--- src/dcsb_cfg.svh ---
// Constants of the dual-channel safety shut-off monitor.
// Assumes inclusion by bare name from every file that uses its macros.
`ifndef DCSB_CFG_SVH
`define DCSB_CFG_SVH
// Clock rate and documented times in their own units
`define DCSB_CLK_HZ 10000000
`define DCSB_GLITCH_US 500
`define DCSB_MISMATCH_S 10
`define DCSB_TICK_US 1000
`define DCSB_US_PER_S 1000000
// Register byte offsets
`define DCSB_OFS_CTRL 5'h00
`define DCSB_OFS_STATUS 5'h04
`define DCSB_OFS_IRQSTAT 5'h08
`define DCSB_OFS_IRQMASK 5'h0C
`define DCSB_OFS_CMD 5'h10
// Control fields and writable mask
`define DCSB_CTRL_STOP 0
`define DCSB_CTRL_UTIL 1
`define DCSB_CTRL_DLY_LSB 8
`define DCSB_CTRL_DLY_MSB 15
`define DCSB_CTRL_MASK 32'h0000FF03
`define DCSB_CTRL_RST 32'h00000000
// Command strobes
`define DCSB_CMD_ON 0
`define DCSB_CMD_OFF 1
`define DCSB_CMD_ACLR 2
// Status fields
`define DCSB_ST_SHUT 0
`define DCSB_ST_AON 1
`define DCSB_ST_BON 2
`define DCSB_ST_RDY 3
`define DCSB_ST_TALARM 4
`define DCSB_ST_EDM 5
`define DCSB_ST_LOCK 6
`define DCSB_ST_PWR 7
// Interrupt events
`define DCSB_IRQ_TRIP 0
`define DCSB_IRQ_TALARM 1
`define DCSB_IRQ_RDY 2
`define DCSB_IRQ_W 3
`define DCSB_IRQ_RST 3'h0
`endif

--- src/dcsb_pkg.sv ---
// Types shared by the safety monitor files.
// Assumes nothing beyond a SystemVerilog compiler.
`default_nettype none
package dcsb_pkg;
  typedef logic [4:0] dcsb_addr_t;  // Avalon byte address
  typedef logic [31:0] dcsb_word_t;  // Bus data word
  typedef logic [3:0] dcsb_be_t;  // Byte enables
  typedef enum logic [1:0] {ST_IDLE, ST_RUN, ST_OFFDLY, ST_SHUT} dcsb_state_e;
endpackage : dcsb_pkg
`default_nettype wire

--- src/dcsb_filter.sv ---
// One safety channel: two-flop synchroniser and OFF-glitch filter.
// Assumes an asynchronous pin level, 1 = channel ON (closed).
`include "dcsb_cfg.svh"
`default_nettype none
module dcsb_filter #(
  parameter int unsigned LIMIT = 5000
) (
  input wire logic mclk,
  input wire logic nrst,
  input wire logic pinIn,
  output var logic onOut
);
  import dcsb_pkg::*;

  logic sync1_ff;  // First stage, read only by second
  logic sync2_ff;  // Second stage, safe to use
  logic [31:0] lowCnt_ff;  // Consecutive OFF samples
  logic on_ff;  // Filtered channel state

  // Synchroniser; resets to ON since motor power is off anyway
  always_ff @(posedge mclk) begin
    if (!nrst) begin
      sync1_ff <= 1'b1;
      sync2_ff <= 1'b1;
    end else begin
      sync1_ff <= pinIn;
      sync2_ff <= sync1_ff;
    end
  end

  // Short OFF pulses never reach the decision logic
  always_ff @(posedge mclk) begin
    if (!nrst) begin
      lowCnt_ff <= 32'h0;
      on_ff <= 1'b1;
    end else if (sync2_ff) begin
      lowCnt_ff <= 32'h0;
      on_ff <= 1'b1;
    end else if (lowCnt_ff < LIMIT) begin
      lowCnt_ff <= lowCnt_ff + 32'h1;
    end else begin
      on_ff <= 1'b0;
    end
  end

  assign onOut = on_ff;
endmodule : dcsb_filter
`default_nettype wire

--- src/dcsb_top.sv ---
// Dual-channel safety shut-off monitor with Avalon-MM register slave.
// Assumes asynchronous safety pins (1 = ON) and a master on mclk that
// holds each request until it samples waitrequest low.
//
// Behaviour
// - Either channel OFF requests motor shut-off
// - Both OFF: power removed within 20 ms
// - OFF pulses up to 0.5 ms ignored
// - Shut-off stays active in utility modes
// - Utility run locked until cancel and re-entry
// - Ready held OFF in hardware baseblock
// - Ready ON in baseblock with both ON
// - Shut-off drops brake release, ignores delay
// - Dynamic brake stop if stop method selects
// - No alarm output in hardware baseblock
// - Monitor output ON only when both OFF
// - Channel mismatch over 10 s raises alarm
// - Leave hardware baseblock on servo-off, both ON
// - Monitor output follows inputs within 20 ms
// - Baseblock status bit set while shut off
//
// Decided for this implementation: the Avalon-MM interface to the registers and the address map.
`include "dcsb_cfg.svh"
`default_nettype none
module dcsb_top #(
  parameter int unsigned GLITCH_CYC =
    int'((64'(`DCSB_GLITCH_US) * 64'(`DCSB_CLK_HZ)) / 64'(`DCSB_US_PER_S)),
  parameter int unsigned MISMATCH_CYC =
    int'(64'(`DCSB_MISMATCH_S) * 64'(`DCSB_CLK_HZ)),
  parameter int unsigned TICK_CYC =
    int'((64'(`DCSB_TICK_US) * 64'(`DCSB_CLK_HZ)) / 64'(`DCSB_US_PER_S))
) (
  input wire logic mclk,
  input wire logic nrst,
  input wire dcsb_pkg::dcsb_addr_t avsAddress,
  input wire logic avsRead,
  input wire logic avsWrite,
  input wire dcsb_pkg::dcsb_word_t avsWritedata,
  input wire dcsb_pkg::dcsb_be_t avsByteenable,
  output var dcsb_pkg::dcsb_word_t avsReaddata,
  output var logic avsWaitrequest,
  input wire logic safetyInputA,
  input wire logic safetyInputB,
  output var logic motorPowerOut,
  output var logic servoReadyOut,
  output var logic brakeReleaseOut,
  output var logic dynBrakeOut,
  output var logic servoAlarmOut,
  output var logic externalMonitorOut,
  output var logic irqOut
);
  import dcsb_pkg::*;

  // Byte-lane merge of a write into an old word
  function automatic dcsb_word_t beMerge(dcsb_word_t oldW, dcsb_word_t newW,
                                         dcsb_be_t be);
    dcsb_word_t res;
    res = oldW;
    for (int i = 0; i < 4; i++) begin
      if (be[i]) begin
        res[i*8 +: 8] = newW[i*8 +: 8];
      end
    end
    return res;
  endfunction : beMerge

  logic aOn;  // Filtered channel A, 1 = ON
  logic bOn;  // Filtered channel B, 1 = ON
  logic shutReq;  // Shut-off request
  logic bothOff;  // Both channels OFF

  // Each channel synchronised and filtered on its own
  dcsb_filter #(.LIMIT(GLITCH_CYC)) u_filtA (
    .mclk(mclk),
    .nrst(nrst),
    .pinIn(safetyInputA),
    .onOut(aOn)
  );
  dcsb_filter #(.LIMIT(GLITCH_CYC)) u_filtB (
    .mclk(mclk),
    .nrst(nrst),
    .pinIn(safetyInputB),
    .onOut(bOn)
  );

  assign shutReq = !aOn || !bOn;
  assign bothOff = !aOn && !bOn;

  // Bus slave signals
  logic waitreq_ff;  // Waitrequest, low for one cycle per access
  dcsb_word_t rdata_ff;  // Read data, loaded in the first cycle
  dcsb_word_t ctrl_ff;  // Control word
  logic wrEn;  // Write takes effect this edge
  logic rdFirst;  // First cycle of a read
  dcsb_word_t wd;  // Write data with disabled lanes zeroed
  logic cmdOn;  // Servo-on command strobe
  logic cmdOff;  // Servo-off command strobe
  logic cmdAclr;  // Alarm clear strobe

  assign wrEn = avsWrite && !waitreq_ff;
  assign rdFirst = avsRead && waitreq_ff;
  assign wd = beMerge(32'h0, avsWritedata, avsByteenable);
  assign cmdOn = wrEn && (avsAddress == `DCSB_OFS_CMD) && wd[`DCSB_CMD_ON];
  assign cmdOff = wrEn && (avsAddress == `DCSB_OFS_CMD) && wd[`DCSB_CMD_OFF];
  assign cmdAclr = wrEn && (avsAddress == `DCSB_OFS_CMD) && wd[`DCSB_CMD_ACLR];

  // Fixed one wait cycle keeps the slave free of any back-to-back hazard
  always_ff @(posedge mclk) begin
    if (!nrst) begin
      waitreq_ff <= 1'b1;
    end else if ((avsRead || avsWrite) && waitreq_ff) begin
      waitreq_ff <= 1'b0;
    end else begin
      waitreq_ff <= 1'b1;
    end
  end

  // Control word; reserved bits stay zero
  always_ff @(posedge mclk) begin
    if (!nrst) begin
      ctrl_ff <= `DCSB_CTRL_RST;
    end else if (wrEn && (avsAddress == `DCSB_OFS_CTRL)) begin
      ctrl_ff <= beMerge(ctrl_ff, avsWritedata, avsByteenable) & `DCSB_CTRL_MASK;
    end
  end

  logic stopMethod;  // 1 = dynamic brake on shut-off
  logic utilActive;  // Restricted utility function running
  logic [7:0] brakeDelay;  // Brake-to-servo-off delay in ms
  assign stopMethod = ctrl_ff[`DCSB_CTRL_STOP];
  assign utilActive = ctrl_ff[`DCSB_CTRL_UTIL];
  assign brakeDelay = ctrl_ff[`DCSB_CTRL_DLY_MSB:`DCSB_CTRL_DLY_LSB];

  // Millisecond tick for the brake delay
  logic [31:0] tickCnt_ff;
  logic msTick;
  assign msTick = (tickCnt_ff == TICK_CYC - 1);
  always_ff @(posedge mclk) begin
    if (!nrst || msTick) begin
      tickCnt_ff <= 32'h0;
    end else begin
      tickCnt_ff <= tickCnt_ff + 32'h1;
    end
  end

  // Channel mismatch watchdog; catches a broken wire on one channel
  logic [31:0] misCnt_ff;
  logic timingAlarm_ff;
  logic misHit;
  assign misHit = (aOn != bOn) && (misCnt_ff == MISMATCH_CYC - 1);
  always_ff @(posedge mclk) begin
    if (!nrst || (aOn == bOn)) begin
      misCnt_ff <= 32'h0;
    end else if (misCnt_ff < MISMATCH_CYC) begin
      misCnt_ff <= misCnt_ff + 32'h1;
    end
  end

  // Alarm latch; a new mismatch wins over a clear
  always_ff @(posedge mclk) begin
    if (!nrst) begin
      timingAlarm_ff <= 1'b0;
    end else if (misHit) begin
      timingAlarm_ff <= 1'b1;
    end else if (cmdAclr) begin
      timingAlarm_ff <= 1'b0;
    end
  end

  // Utility lock: set wins over cancel
  logic utilLock_ff;
  always_ff @(posedge mclk) begin
    if (!nrst) begin
      utilLock_ff <= 1'b0;
    end else if (utilActive && shutReq) begin
      utilLock_ff <= 1'b1;
    end else if (!utilActive) begin
      utilLock_ff <= 1'b0;
    end
  end

  // Main sequence
  dcsb_state_e state_ff;
  dcsb_state_e nxt_state;
  logic [7:0] dlyCnt_ff;  // Elapsed ms of brake delay
  logic dlyDone;
  assign dlyDone = (dlyCnt_ff >= brakeDelay);

  always_comb begin
    nxt_state = state_ff;
    case (state_ff)
      ST_IDLE: begin
        if (shutReq) begin
          nxt_state = ST_SHUT;
        end else if (cmdOn && !utilLock_ff && !timingAlarm_ff) begin
          nxt_state = ST_RUN;
        end
      end
      ST_RUN: begin
        if (shutReq) begin
          nxt_state = ST_SHUT;
        end else if (cmdOff || timingAlarm_ff) begin
          nxt_state = ST_OFFDLY;
        end
      end
      ST_OFFDLY: begin
        // Shut-off overrides the brake delay at once
        if (shutReq) begin
          nxt_state = ST_SHUT;
        end else if (dlyDone) begin
          nxt_state = ST_IDLE;
        end
      end
      ST_SHUT: begin
        // Servo-on is ignored here; only servo-off with both ON exits
        if (cmdOff && !shutReq) begin
          nxt_state = ST_IDLE;
        end
      end
      default: begin
        nxt_state = ST_SHUT;
      end
    endcase
  end

  always_ff @(posedge mclk) begin
    if (!nrst) begin
      state_ff <= ST_IDLE;
    end else begin
      state_ff <= nxt_state;
    end
  end

  // Brake delay counter runs only while waiting to cut power
  always_ff @(posedge mclk) begin
    if (!nrst || (state_ff != ST_OFFDLY)) begin
      dlyCnt_ff <= 8'h0;
    end else if (msTick && !dlyDone) begin
      dlyCnt_ff <= dlyCnt_ff + 8'h1;
    end
  end

  // Drive outputs, all registered; all but the monitor output (from bothOff) come from the next state
  logic motorPower_ff;
  logic brakeRelease_ff;
  logic servoReady_ff;
  logic servoAlarm_ff;
  logic extMon_ff;
  logic dynBrake_ff;
  logic nxtReady;
  assign nxtReady = (nxt_state == ST_IDLE) && aOn && bOn && !timingAlarm_ff;

  always_ff @(posedge mclk) begin
    if (!nrst) begin
      motorPower_ff <= 1'b0;
      brakeRelease_ff <= 1'b0;
      servoReady_ff <= 1'b0;
      servoAlarm_ff <= 1'b0;
      extMon_ff <= 1'b0;
    end else begin
      motorPower_ff <= (nxt_state == ST_RUN) || (nxt_state == ST_OFFDLY);
      brakeRelease_ff <= (nxt_state == ST_RUN);
      servoReady_ff <= nxtReady;
      servoAlarm_ff <= timingAlarm_ff && (nxt_state != ST_SHUT);
      extMon_ff <= bothOff;
    end
  end

  // Dynamic brake only when a powered motor is tripped
  always_ff @(posedge mclk) begin
    if (!nrst || (nxt_state != ST_SHUT)) begin
      dynBrake_ff <= 1'b0;
    end else if (stopMethod && motorPower_ff && (state_ff != ST_SHUT)) begin
      dynBrake_ff <= 1'b1;
    end
  end

  // Status word for software
  dcsb_word_t statusWord;
  always_comb begin
    statusWord = 32'h0;
    statusWord[`DCSB_ST_SHUT] = (state_ff == ST_SHUT);
    statusWord[`DCSB_ST_AON] = aOn;
    statusWord[`DCSB_ST_BON] = bOn;
    statusWord[`DCSB_ST_RDY] = servoReady_ff;
    statusWord[`DCSB_ST_TALARM] = timingAlarm_ff;
    statusWord[`DCSB_ST_EDM] = extMon_ff;
    statusWord[`DCSB_ST_LOCK] = utilLock_ff;
    statusWord[`DCSB_ST_PWR] = motorPower_ff;
  end

  // Interrupt status, mask and output; events win over clears
  logic [`DCSB_IRQ_W-1:0] irqStat_ff;
  logic [`DCSB_IRQ_W-1:0] irqMask_ff;
  logic [`DCSB_IRQ_W-1:0] irqEvt;
  logic [`DCSB_IRQ_W-1:0] irqClr;
  logic [`DCSB_IRQ_W-1:0] nxt_irqStat;
  logic irq_ff;
  always_comb begin
    irqEvt = '0;
    irqEvt[`DCSB_IRQ_TRIP] = (nxt_state == ST_SHUT) && (state_ff != ST_SHUT);
    irqEvt[`DCSB_IRQ_TALARM] = misHit && !timingAlarm_ff;
    irqEvt[`DCSB_IRQ_RDY] = nxtReady && !servoReady_ff;
    irqClr = '0;
    if (wrEn && (avsAddress == `DCSB_OFS_IRQSTAT)) begin
      irqClr = wd[`DCSB_IRQ_W-1:0];
    end
    nxt_irqStat = (irqStat_ff & ~irqClr) | irqEvt;
  end

  always_ff @(posedge mclk) begin
    if (!nrst) begin
      irqStat_ff <= `DCSB_IRQ_RST;
      irqMask_ff <= `DCSB_IRQ_RST;
      irq_ff <= 1'b0;
    end else begin
      irqStat_ff <= nxt_irqStat;
      if (wrEn && (avsAddress == `DCSB_OFS_IRQMASK)) begin
        irqMask_ff <= avsByteenable[0] ? avsWritedata[`DCSB_IRQ_W-1:0] : irqMask_ff;
      end
      irq_ff <= |(nxt_irqStat & irqMask_ff);
    end
  end

  // Read data; unmapped and command offsets read zero
  always_ff @(posedge mclk) begin
    if (!nrst) begin
      rdata_ff <= 32'h0;
    end else if (rdFirst) begin
      case (avsAddress)
        `DCSB_OFS_CTRL: rdata_ff <= ctrl_ff;
        `DCSB_OFS_STATUS: rdata_ff <= statusWord;
        `DCSB_OFS_IRQSTAT: rdata_ff <= 32'(irqStat_ff);
        `DCSB_OFS_IRQMASK: rdata_ff <= 32'(irqMask_ff);
        default: rdata_ff <= 32'h0;
      endcase
    end
  end

  assign avsReaddata = rdata_ff;
  assign avsWaitrequest = waitreq_ff;
  assign motorPowerOut = motorPower_ff;
  assign servoReadyOut = servoReady_ff;
  assign brakeReleaseOut = brakeRelease_ff;
  assign dynBrakeOut = dynBrake_ff;
  assign servoAlarmOut = servoAlarm_ff;
  assign externalMonitorOut = extMon_ff;
  assign irqOut = irq_ff;
endmodule : dcsb_top
`default_nettype wire

--- config.mk ---
export PLATFORM = sky130hd
export DESIGN_NAME = dcsb_top
export DESIGN_NICKNAME = d
export VERILOG_FILES = /design/src/dcsb_pkg.sv /design/src/dcsb_filter.sv /design/src/dcsb_top.sv
export VERILOG_INCLUDE_DIRS = /design/src /design/src/src
export SDC_FILE = /design/constraint.sdc
export NUM_CORES = 1
export LEC_CHECK = 0
export CAP_MARGIN = 20
export CORE_MARGIN = 4
export CORE_UTILIZATION = 63
export CTS_CLUSTER_DIAMETER = 80
export DETAILED_ROUTE_END_ITERATION = 12
export DONT_BUFFER_PORTS = 1
export GPL_TIMING_DRIVEN = 0
export PLACE_DENSITY = 0.79
export SLEW_MARGIN = 0
export SYNTH_ARGS = -nofsm -noshare
export SYNTH_HDL_FRONTEND = slang
export SYNTH_SLANG_ARGS = --single-unit
--- constraint.sdc ---
create_clock -name mclk -period 3.2 [get_ports mclk]
set_input_delay 0.32 -clock mclk [delete_from_list [all_inputs] [get_ports mclk]]
set_output_delay 0.32 -clock mclk [all_outputs]
set_load 0.05 [all_outputs]
[Yosys cells after proc, flatten, opt, wreduce, memory -nomap -nowiden]
Index checks and enable logic that the tools add are counted.
Cells by class
  add/sub/neg operators: 5
  multipliers: 0
  div/mod/pow operators: 0
  order comparisons: 4
  equality and inequality tests: 18
  shift operators: 0
  multiplexer cells: 16
  bitwise operators: 5
  reduce and logical (&&, ||, !) cells: 53
Operators with widths (count)
  32-bit by 1-bit adder with 32-bit output (second input constant): 4
  32-bit by 13-bit less-than comparator with 1-bit output (second input constant): 2
  16-bit one-hot mux with 4 select lines: 1
  32-bit by 14-bit == test with 1-bit output (second input constant): 1
  32-bit by 27-bit == test with 1-bit output (second input constant): 1
  32-bit by 27-bit less-than comparator with 1-bit output (second input constant): 1
  1-bit logical AND: 26
  2-bit 2-to-1 mux: 7
  5-bit by 4-bit == test with 1-bit output (second input constant): 2
  1-bit logical NOT: 9
  8-bit by 1-bit adder with 8-bit output (second input constant): 1
  2-bit == test (second input constant): 4
  8-bit greater-or-equal comparator: 1
  1-bit logical OR: 8
  2-bit one-hot mux with 4 select lines: 1
  3-bit bitwise AND: 2
  3-bit 2-to-1 mux: 2
  2-bit != test (second input constant): 3
  2-bit AND reduction: 3
  5-bit by 3-bit == test with 1-bit output (second input constant): 1
  5-bit == test (second input constant): 1
  5-bit logical NOT: 1
  1-bit 2-to-1 mux: 5
  2-bit by 1-bit == test with 1-bit output (second input constant): 2
  10 further kinds: 12
Word-level totals
  register bits after elaboration: 202
  latch bits: 0
  memory bits (writable): 0
  memory bits (read-only): 0
  input bits: 47
  logic and storage cells: 128
  memories: 0

[Depth between registers and ports, before layout]
Gate-level depths: netlist of run 1.
  word-level depth: 17
  mapped depth: 13

[By module]
A second synthesis of run 1 with hierarchy kept.
Second synthesis, totals
  cell total of the unflattened synthesis: 907
  area total of the unflattened synthesis: 8254.2 µm²
By module, submodules not included
  dcsb_top: times used 1, cells an instance 643, area each 5586.6 µm², sequential area each 2322.2 µm²
  dcsb_filter: times used 2, cells an instance 132, area each 1333.8 µm², sequential area each 700.7 µm²

[Least setup slack after synthesis of run 1]
Ideal clock, no wire load.
  path kind: register -> register
  start: register dlyCnt_ff[0]
  end: register irq_ff (netlist: irqOut)
  data arrival time: 2.184 ns
  slack: 0.894 ns
  stages on the path, launching flop included: 14
  buffers on the path: 0
  period minus slack after synthesis: 2.306 ns
  path through: dfxtp_1 inv_1 ha_1 and3_1 o21ai_0 a31o_2 a31oi_1 o21ai_0 inv_1 ha_1 nand2_1 nor4_1 o2bb2ai_1 a221o_1
Between the ends
  cells in the longest elaborated chain, start to end: 12
  elaborated cells on any way between the ends: 14
  those cells by class: order compare (1); eq/ne (1); mux (3); bitwise (2); reduce/logical (7)
RTL lines
  from (decl): line dcsb_top.sv:185  | logic [7:0] dlyCnt_ff;
  from (signal assigned): line dcsb_top.sv:239  | dlyCnt_ff <= dlyCnt_ff + 8'h1;
  8-bit greater-or-equal comparator (*): line dcsb_top.sv:187  | assign dlyDone = (dlyCnt_ff >= brakeDelay);
  2-bit 2-to-1 mux (*): line dcsb_top.sv:210  | end else if (dlyDone) begin
  2-bit 2-to-1 mux (*): line dcsb_top.sv:208  | if (shutReq) begin
  2-bit one-hot mux with 4 select lines (*): line dcsb_top.sv:191  | case (state_ff)
  via nxt_state[1]: line dcsb_top.sv:184  | dcsb_state_e nxt_state;
  2-bit logical NOT: line dcsb_top.sv:251  | assign nxtReady = (nxt_state == ST_IDLE) && aOn && bOn && !timingAlarm_ff;
  1-bit logical AND (3 in series): line dcsb_top.sv:251
  1-bit logical AND: line dcsb_top.sv:303  | irqEvt[`DCSB_IRQ_RDY] = nxtReady && !servoReady_ff;
  3-bit bitwise OR (*): line dcsb_top.sv:308  | nxt_irqStat = (irqStat_ff & ~irqClr) | irqEvt;
  3-bit bitwise AND (*): line dcsb_top.sv:321  | irq_ff <= |(nxt_irqStat & irqMask_ff);
  3-bit OR reduction (*): line dcsb_top.sv:321
  to (signal assigned): line dcsb_top.sv:321
  to (decl): line dcsb_top.sv:298  | logic irq_ff;
The timed path passes the listed nets; every way through them passes the cells marked *.
A chain may end at the register's enable or synchronous reset.

[Final worst setup path of run 1]
Ends and elaborated chain as after synthesis.

==> metrics.cfg, run 1 <==
[clock_network]
cts_sinks = 186
numCtsBuffers = 17
clkSlewWorstSetupHoldPaths_ns = 0.06
cts_tree = done
post_cts_buffers = 0
cts_max_path_buffers = 2
cts_root_buf = clkbuf_16
cts_max_level = 4
insertion_delay_ns = 0.42

[sta]
skew_ns = 0.00764
slew_headroom_pct = 53.2
setup_violations = 0
grt_setup_unrepaired = no
finalHoldViolCount = 0
fin_crit_sh_pct = 85.0
slew_violations = 0
layout_min_cycle_time_ns = 2.72
fin_tns_setup_ns = 0
fmax_mhz = 368
worst_slew_pin_slew_ns = 0.697

[setup_path]
critPathArrivalTime_ns = 3.03
cp-start-kind = register
cp-end-kind = register
critPathMaxFanout = 5
cp.required_ns = 3.51
path_class = reg2reg

[pwr]
ir_worst_vdd_mv = 0.552
power.share.sequential_pct = 52.0
p_comb_share_pct = 2.9
internal_power_mw = 3.58
cellLeakagePower_nw = 3.25
p_sw_mw = 0.924
switching_share_pct = 20.5
power.share.clock_pct = 45.1
finalPower_mw = 4.50
p_per_area_nw_per_um2 = 520

[synth]
synth_edf_count = 0
yosysWarnings = 0
syn_avg_cell_area_um2 = 9.05
synth_flop_cell = dfxtp_1
synthArstFlopShare_pct = 0
ys_seq_area_share_pct = 47.8
syn_area_um2 = 7790
ys_ff_latch = 186
synth.distinct_cells = 48
syn_inst = 861

[floorplan]
die_h_um = 119
fp.dieArea_um2 = 14200
boundaryPins = 87
initial_utilization_pct = 64.6
rows = 40
core_area_um2 = 12100
die_w_um = 119

[grt]
first_global_vias = 5936
gr-usage-all-layers_pct = 22.7
grt_pass1_wl_mm = 26.9
grt_max_degree = 17
grt.overflow.total = 0
antenna_found_initial = 0

[cells_and_area]
drive_gt1_share_pct = 5.93
layout.cells.non_filler = 1079
syn_to_final_growth_pct = 11.2
multiInputGateArea_um2 = 3780
nNetsFinal = 963
fill_cells = 903
antenna_cells = 0
seqCellArea_um2 = 3720

[route]
drcViolationCount = 0
drt_iter0_drc = 445
drt_wl_total_mm = 15.6
ant_nets = 0
vias = 6018
viasPerCell = 5.58
first_pass_iters = 4
routedWlPerCell_um = 14.5

[hold_path]
hold_path_class = in2reg

[place]
io_buffers = 0
dp.cells = 1044
place_congestion = 0.864
dp_hpwl_mm = 11.3

[job]
maxCapViolCount = 0

[status]
status = complete, no violations

through the flow:
stage,setup slack (ns),hold WS [ns],cell area (um^2),utilization [%]
after global routing,0.250,0.0213,8660,71.8
after global placement,0.598,0.392,8060,66.8
final,0.480,0.0212,8660,71.8
after CTS,0.508,0.000942,8650,71.7
after detailed placement,0.500,0.403,8060,66.8
after floorplan,0.894,0.386,7850,-
worst paths after layout:
kind,startpoint,endpoint,slack [ns],cells past startpoint
max reg2reg,dlyCnt_ff[0],irqOut,0.48,13
min reg2reg,u_filtB.sync1_ff,u_filtB.sync2_ff,0.41,1
min,avsWrite,avsWaitrequest,0.02,1
max,dlyCnt_ff[0],irqOut,0.48,13
cells in the final DEF, fill, tap and decap left out, types with 4 or more instances in the layout:
master,netlist,layout
nand2b_1,8,8
or3_1,12,12
dfxtp_1,186,186
ha_1,18,18
nor3_1,12,12
nor4_1,18,18
or4_1,4,4
buf_2,5,5
clkbuf_1,26,31
nor2b_1,25,25
nand3_1,50,50
and3_1,25,25
o21ai_0,20,20
clkinv_2,0,4
and4_1,9,9
conb_1,1,16
a21oi_1,23,23
nand4_1,31,31
a21boi_0,13,13
nor2_1,97,97
and2_1,52,52
clkbuf_16,0,17
buf_4,16,16
nand2_1,60,60
xor2_1,50,50
xnor2_1,22,22
a22oi_1,5,5
mux2i_1,12,12
inv_1,27,27
layer usage:
| layer | track usage [%] | part of all wire (%) |
|---|---|---|
| met5 | 0 | 0 |
| met4 | 7.75 | 1.5 |
| met3 | 5.41 | 6.0 |
| met2 | 37.9 | 47 |
| met1 | 29.0 | 45 |
worst max-delay path: stages (launching register included):
cell,delay [ns]
dfxtp_1,0.41
inv_1,0.11
ha_1,0.27
and3_1,0.14
o21ai_0,0.15
a31o_2,0.22
a31oi_1,0.10
o21ai_0,0.32
inv_1,0.12
ha_1,0.19
nand2_1,0.06
nor4_1,0.06
o2bb2ai_1,0.16
a221o_1,0.30
synth_stat cells, types with 2 or more instances:
cell      instances  area share [%]
dfxtp_1         186              48
nor2_1           97             4.7
nand2_1          60             2.9
and2_1           52             4.2
nand3_1          50             3.2
xor2_1           50             5.6
nand4_1          31             2.5
inv_1            27             1.3
clkbuf_1         26             1.3
and3_1           25             2.0
nor2b_1          25             2.0
a21oi_1          23             1.5
xnor2_1          22             2.5
o21ai_0          20             1.3
ha_1             18             2.9
nor4_1           18             1.4
buf_4            16             1.5
a21boi_0         13             1.3
mux2i_1          12             1.5
nor3_1           12            0.77
or3_1            12            0.96
and4_1            9             1.0
nand2b_1          8            0.64
a22oi_1           5            0.48
buf_2             5            0.32
or4_1             4            0.39
a211oi_1          3            0.29
a31oi_1           3            0.24
and3b_1           3            0.34
nand4b_1          3            0.34
nor4b_1           3            0.34
o211ai_1          3            0.29
mux4_2            2            0.58
state kept, by name (all words and copies together), names as in the netlist, 2 cells and up:
signal             flops
irqStat_ff             3
irqMask_ff             3
state_ff               2
dlyCnt_ff              8
avsReaddata           16
misCnt_ff             32
u_filtB.lowCnt_ff     32
u_filtA.lowCnt_ff     32
tickCnt_ff            32
ctrl_ff               10
cell type report:
type	count	area share (%)
Tap cell	168	2.43
Clock inverter	7	1.03
Sequential cell	186	43.0
Multi-Input combinational cell	615	43.6
Clock buffer	25	5.60
Inverter	27	1.17
Buffer	48	2.85
Timing Repair Buffer	3	0.347
what timing repair did:
item                                    CTS  global route
hold buffers                              2             1
hold endpoints to repair                  2             1
endpoints found under the setup margin    0             0
resized for setup                         0             0
power by group through the flow:
stage	clock, mW	combinational, mW	sequential, mW
2_1_floorplan	0	0.109	2.39
3_3_place_gp	0	0.124	2.39
3_5_place_dp	0	0.127	2.39
4_1_cts	2.06	0.129	2.34
5_1_grt	2.16	0.144	2.34
6_report	2.03	0.132	2.34
cell families (layout without fill, tap and decap cells):
group	Yosys count	in the layout	share of synthesized area, %
XOR/XNOR	72	72	8.09
flip-flops	186	186	47.8
adder cells (fa/ha/maj)	18	18	2.89
buffers and inverters	75	110	4.46
multiplexers	15	15	2.26
AO/OA/AOI/OAI	78	78	6.29
other	1	16	0.0481
AND/OR/NAND/NOR	416	416	28.2
Note: power is estimated with default switching activity, not from simulation.
==> run 2: changes to the inputs <==
Settings changed: ABC_AREA set to 1, CORE_UTILIZATION 63 to 64, GPL_ROUTABILITY_DRIVEN set to 0, PLACE_DENSITY 0.79 to 0.8.
==> run 2 against run 1 <==
Synthesized area rose by 18%. Cell area up 16%. Sequential power increased by 3%. Wire length increased by 30%. Clock skew rose by 0.0033 ns. Sequential cell count unchanged. Synthesized cell count rose by 59%. Sequential share of layout area fell by 6.0 points. Setup slack improved by 0.068 ns. Global-route usage is 2.9 points higher. Total power about the same. Largest power group unchanged.
==> metrics.cfg, run 2 <==
[grt]
first_global_vias = 7634  ; +29%
antenna_found_initial = 0  ; unchanged
grt.overflow.total = 0  ; unchanged
grt_pass1_wl_mm = 34.6  ; +29%
grt_max_degree = 17  ; unchanged
gr-usage-all-layers_pct = 25.7  ; +2.9 points

[clock_network]
cts_tree = done
cts_max_path_buffers = 2  ; unchanged
numCtsBuffers = 17  ; unchanged
cts_root_buf = clkbuf_16
cts_max_level = 4  ; unchanged
clkSlewWorstSetupHoldPaths_ns = 0.07  ; about the same
post_cts_buffers = 0  ; unchanged
cts_sinks = 186  ; unchanged
insertion_delay_ns = 0.43  ; about the same
postCtsResizedCells = 0  ; unchanged
holdBufCountCts = 4  ; +2

[setup_path]
critPathArrivalTime_ns = 3.02  ; about the same
cp.required_ns = 3.56  ; +0.05 ns
cpLargestDelayFamily = simple AND/OR/NAND/NOR gates
cp-end-kind = register
path_cells = inv_1 -> nand3_1 -> nor2_1 -> nand2_1 -> nand3_1 -> nand2_1 -> nand2_1 -> nand2_1 -> nand2_1 -> inv_1 -> ha_1 -> nand2_1 -> or3_1 -> nand2_1 -> nand3_1 -> nand2_1 -> inv_1 -> nand2_1
cp-start-kind = register
slowest_delay_ns = 0.69  ; +0.28 ns
critPathMaxFanout = 4  ; -1
cpMaxStageDelayCell = dfxtp_1
cp_num_buf_inv = 3  ; +1
crit_top_cell = nand2_1
path_class = reg2reg

[synth]
synth.distinct_cells = 39  ; -19%
synth.top_cells.by_count = 378 x nand2_1, 203 x nor2_1, 186 x dfxtp_1, 170 x inv_1, 88 x a21oi_1
synthTopCellsByArea = dfxtp_1 40%, nand2_1 15%, nor2_1 8.3%
synth_edf_count = 0  ; unchanged
yosysWarnings = 0  ; unchanged
syn_inst = 1366  ; +59%
ys_seq_area_share_pct = 40.5  ; -7.3 points
ys_ff_latch = 186  ; unchanged
synth_flop_cell = dfxtp_1
syn_avg_cell_area_um2 = 6.74  ; -26%
syn_area_um2 = 9210  ; +18%
synthArstFlopShare_pct = 0  ; unchanged
yosysMostFrequentCell = nand2_1
synth_area_leader_cell = dfxtp_1
synth_top_area_share_pct = 40.5  ; -7.3 points

[sta]
slew_headroom_pct = 57.1  ; +3.9 points
fin_crit_sh_pct = 82.9  ; -2.1 points
skew_ns = 0.0109  ; +0.00328 ns
slew_violations = 0  ; unchanged
finalHoldViolCount = 0  ; unchanged
grt_setup_unrepaired = no
fmax_mhz = 377  ; +2.6%
layout_min_cycle_time_ns = 2.65  ; -0.0681 ns
worst_slew_pin_slew_ns = 0.643  ; -0.0539 ns
setup_violations = 0  ; unchanged
fin_tns_setup_ns = 0  ; unchanged
setup_ws_ns = 0.548  ; +0.0681 ns

[floorplan]
fp.dieArea_um2 = 16400  ; +15%
die_h_um = 128  ; +7.3%
die_w_um = 128  ; +7.3%
boundaryPins = 87  ; unchanged
core_area_um2 = 14000  ; +16%
initial_utilization_pct = 65.8  ; +1.2 points
rows = 43  ; +7.5%

[cells_and_area]
syn_to_final_growth_pct = 9.45
layout_common_cells = 378 x nand2_1, 203 x nor2_1, 186 x dfxtp_1, 170 x inv_1, 88 x a21oi_1
final_common_cell = nand2_1
fin_util_pct = 72.0  ; +0.20 points
layout.cells.non_filler = 1597  ; +48%
drive_gt1_share_pct = 6.42  ; +0.49 points
fill_cells = 1170  ; +30%
nNetsFinal = 1469  ; +53%
antenna_cells = 0  ; unchanged

[place]
io_buffers = 0  ; unchanged
dp_hpwl_mm = 15.1  ; +33%
post-place-ws_ns = 0.615  ; +0.115 ns
dp.cells = 1561  ; +50%

[route]
drt_wl_total_mm = 20.3  ; +30%
viasPerCell = 5.19  ; -7.0%
drcViolationCount = 0  ; unchanged
routedWlPerCell_um = 12.7  ; -12%
first_pass_iters = 8  ; +4
drt_iter0_drc = 613  ; +38%
ant_nets = 0  ; unchanged
vias = 8283  ; +38%

[hold_path]
hold_path_class = in2reg

[status]
status = complete, no violations

[pwr]
ir_worst_vdd_mv = 0.429  ; -22%
finalPower_mw = 4.50  ; about the same
cellLeakagePower_nw = 3.96  ; +22%
p_per_area_nw_per_um2 = 447  ; -14%

[job]
maxCapViolCount = 0  ; unchanged

==> run 2: cell types whose count changed in the layout (fill, tap and decap cells not counted), moves of 25 or more <==
cell | before | now
a21oi_1 | 23 | 88
and2_1 | 52 | 0
inv_1 | 27 | 170
nand2_1 | 60 | 378
nand3_1 | 50 | 81
nor2_1 | 97 | 203
nor2b_1 | 25 | 0
==> run 2: final cells by class <==
| class | count | area (um^2) | area share (%) |
|---|---|---|---|
| clock inverter | 11 | 87.6 | 0.869 |
| buffer | 51 | 293 | 2.91 |
| inverter | 174 | 653 | 6.48 |
| tap | 180 | 225 | 2.24 |
| clock buffer | 21 | 460 | 4.57 |
| multi-input combinational | 970 | 4590 | 45.6 |
| timing repair buffer | 4 | 40.0 | 0.397 |
| sequential | 186 | 3720 | 37.0 |
==> run 2: where the power goes <==
part           switching [mW]  internal [mW]  leakage (nW)
clock                   0.916           1.05         0.257
combinational           0.106         0.0405          2.21
sequential             0.0607           2.33          1.50
total                    1.08           3.42          3.96
==> run 2: layer usage <==
layer,vias up,GRT usage (%),wire (um),share of wire (%)
met5,-,0,0,0
met4,0,8.18,372,1.8
met2,227,42.3,9300,46
met3,30,6.38,1400,6.9
li1,4323,-,-,-
met1,3703,33.2,9210,45
==> run 2: final timing paths <==
check                                       from                to  slack [ns]  cells after the start
worst min register to register  u_filtB.sync1_ff  u_filtB.sync2_ff        0.43                      1
worst max register to register    avsWaitrequest            irqOut        0.55                     18
worst min-delay path             avsWritedata[2]     irqMask_ff[2]        0.05                      2
worst max-delay path              avsWaitrequest            irqOut        0.55                     18
==> run 2: through the flow <==
stage / hold slack [ns] / instance area (um^2)
3_5_place_dp: 0.407 / 9490
6_report: 0.0545 / 10100
5_1_grt: 0.0680 / 10100
4_1_cts: 0.0434 / 10100
3_3_place_gp: 0.394 / 9490
2_1_floorplan: 0.393 / 9260
==> run 2: logic make-up after synthesis <==
| family | count (synthesis) | synth area share [%] |
|---|---|---|
| AO/OA/AOI/OAI | 146 | 8.47 |
| XOR/XNOR | 49 | 4.66 |
| adder cells (fa/ha/maj) | 18 | 2.45 |
| buffers and inverters | 225 | 10.3 |
| flip-flops | 186 | 40.5 |
| other | 1 | 0.0407 |
| AND/OR/NAND/NOR | 741 | 33.7 |
==> run 2: worst reg2reg max path: cells and delay by family, from the launching register on <==
family / cells / cell delay, ns
AND/OR/NAND/NOR: 14 / 1.48
flip-flops: 1 / 0.69
buffers and inverters: 3 / 0.25
adder cells (fa/ha/maj): 1 / 0.17
==> run 3: changes to the inputs <==
Settings changed: CORE_UTILIZATION 64 to 58, PLACE_DENSITY 0.8 to 0.76.
Clock period 3.2 ns to 2.3 ns, I/O delays scaled along.
==> run 3 against run 2 <==
The run now ends with negative setup slack left. Largest power group unchanged. First-iteration DRC count is 7.2% lower. Combinational power grew 46%. Highest routed layer unchanged. Die area grew 9.7%. Non-clock buffer count increased by 12. Critical path type unchanged. Critical endpoint is now dlyCnt_ff[2].
==> metrics.cfg, run 3 (same netlist as run 2, synthesis figures left out) <==
[status]
status = finished, violations left
violations = negative setup slack

[job]
maxCapViolCount = 0  ; unchanged

[floorplan]
die_w_um = 134  ; +4.7%
die_h_um = 134  ; +4.7%
core_area_um2 = 15400  ; +9.9%
boundaryPins = 87  ; unchanged
initial_utilization_pct = 59.9  ; -5.9 points
fp.dieArea_um2 = 18000  ; +9.7%
rows = 45  ; +4.7%

[pwr]
ir_worst_vdd_mv = 0.827  ; +93%
power.share.sequential_pct = 51.4  ; -1.8 points
p_per_area_nw_per_um2 = 625  ; +40%
cellLeakagePower_nw = 4.07  ; +2.6%
p_comb_share_pct = 3.3  ; about the same
finalPower_mw = 6.49  ; +44%
power.share.clock_pct = 45.3  ; +1.7 points
switching_share_pct = 23.2  ; -0.80 points
p_sw_mw = 1.51  ; +39%
internal_power_mw = 4.98  ; +46%

[cells_and_area]
fin_util_pct = 67.5  ; -4.5 points
syn_to_final_growth_pct = 12.8
antenna_cells = 0  ; unchanged
nNetsFinal = 1481  ; +0.82%
layout_common_cells = 375 x nand2_1, 200 x nor2_1, 175 x dfxtp_1, 165 x inv_1, 88 x a21oi_1
drive_gt1_share_pct = 8.90  ; +2.5 points
final_area_um2 = 10400  ; +3.0%
layout.cells.non_filler = 1638  ; +2.6%
final_common_cell = nand2_1

[sta]
layout_min_cycle_time_ns = 2.33  ; -0.322 ns
worst_slew_pin_slew_ns = 0.668  ; +0.0245 ns
slew_violations = 0  ; unchanged
whs_ns = 0.0138  ; -0.0406 ns
setup_ws_ns = -0.0301  ; -0.578 ns
slew_headroom_pct = 55.5  ; -1.6 points
fin_tns_setup_ns = -0.104  ; -0.104 ns
fin_crit_sh_pct = 101  ; +18 points
skew_ns = 0.0102  ; -0.000745 ns
finalHoldViolCount = 0  ; unchanged
fmax_mhz = 429  ; +14%
grt_setup_unrepaired = yes
setup_violations = 7  ; +7

[setup_path]
cp-start-kind = register
critPathArrivalTime_ns = 2.63  ; -0.39 ns
path_class = reg2reg
cp.required_ns = 2.60  ; -0.96 ns
cp-end-kind = register
critPathMaxFanout = 9  ; +5

[grt]
grt.overflow.total = 0  ; unchanged
grt_util_met1_pct = 30.7  ; -2.5 points
antenna_found_initial = 0  ; unchanged
grt_pass1_wl_mm = 34.8  ; +0.52%
first_global_vias = 7581  ; -0.69%
met2_usage_pct = 38.6  ; -3.7 points
grt_max_degree = 17  ; unchanged
grtUsageMet3_pct = 5.59  ; -0.79 points
gr-usage-all-layers_pct = 23.5  ; -2.2 points
grt.busiest_layer = met2

[clock_network]
cts_sinks = 186  ; unchanged
cts_root_buf = clkbuf_16
cts_max_path_buffers = 2  ; unchanged
clkSlewWorstSetupHoldPaths_ns = 0.07  ; about the same
numCtsBuffers = 17  ; unchanged
insertion_delay_ns = 0.43  ; about the same
cts_tree = done
cts_max_level = 4  ; unchanged

[route]
viasPerCell = 5.09  ; -1.8%
drt_wl_total_mm = 21.0  ; +3.7%
ant_nets = 0  ; unchanged
drcViolationCount = 0  ; unchanged
vias = 8344  ; +0.74%
first_pass_iters = 5  ; -3
routedWlPerCell_um = 12.8  ; +1.1%
drt_iter0_drc = 569  ; -7.2%

[place]
io_buffers = 0  ; unchanged
dp.cells = 1592  ; +2.0%
placed_area_um2 = 9530  ; +0.41%
post-place-ws_ns = -0.264  ; -0.878 ns
dp_hpwl_mm = 15.1  ; +0.49%

[hold_path]
hold_path_class = in2reg

[run 3: power groups by stage]
stage | registers [mW] | clock network, mW | logic [mW]
global placement | 3.41 | 0 | 0.189
global route | 3.33 | 3.13 | 0.232
floorplan | 3.40 | 0 | 0.163
finish | 3.33 | 2.94 | 0.213
detailed placement | 3.41 | 0 | 0.192
CTS | 3.33 | 2.98 | 0.209
[run 3: critical path, stage by stage, from the launching register on]
cell and delay, ns:
dfxtp_1 0.33, inv_1 0.06, ha_1 0.32, a21oi_1 0.14
nand2_1 0.09, buf_4 0.14, a21oi_1 0.52, nand2_1 0.37
nand2_1 0.15, a21oi_1 0.07
[run 3: path summary, 6_finish.rpt]
path / cells past startpoint / startpoint / to / slack, ns
worst min register to register: 1 / u_filtA.sync1_ff / u_filtA.sync2_ff / 0.42
worst min-delay path: 2 / avsWritedata[12] / ctrl_ff[12] / 0.01
worst max-delay path: 9 / ctrl_ff[15] / dlyCnt_ff[2] / -0.03
worst max register to register: 9 / ctrl_ff[15] / dlyCnt_ff[2] / -0.03
[run 3: cell type report]
class,instances,area (um^2)
clock inverters,11,135
multi-input cells,970,4700
clock buffers,19,453
plain buffers,51,293
inverters,174,653
repair buffers,16,145
well taps,211,264
flip-flops and latches,186,3740
fillers,1364,4990
[run 3: layer usage]
metal	wire, um	vias up
met2	9550	231
met5	0	-
met3	1480	33
met4	393	0
met1	9610	3743
li1	-	4337
[run 3: timing repair]
| item | CTS | global route |
|---|---|---|
| buffers inserted | 3 | 3 |
| setup endpoints to repair | 2 | 10 |
| hold buffers | 10 | 0 |
| pin swaps | 5 | 9 |
| hold endpoints to repair | 10 | 0 |
| resized for setup | 25 | 9 |
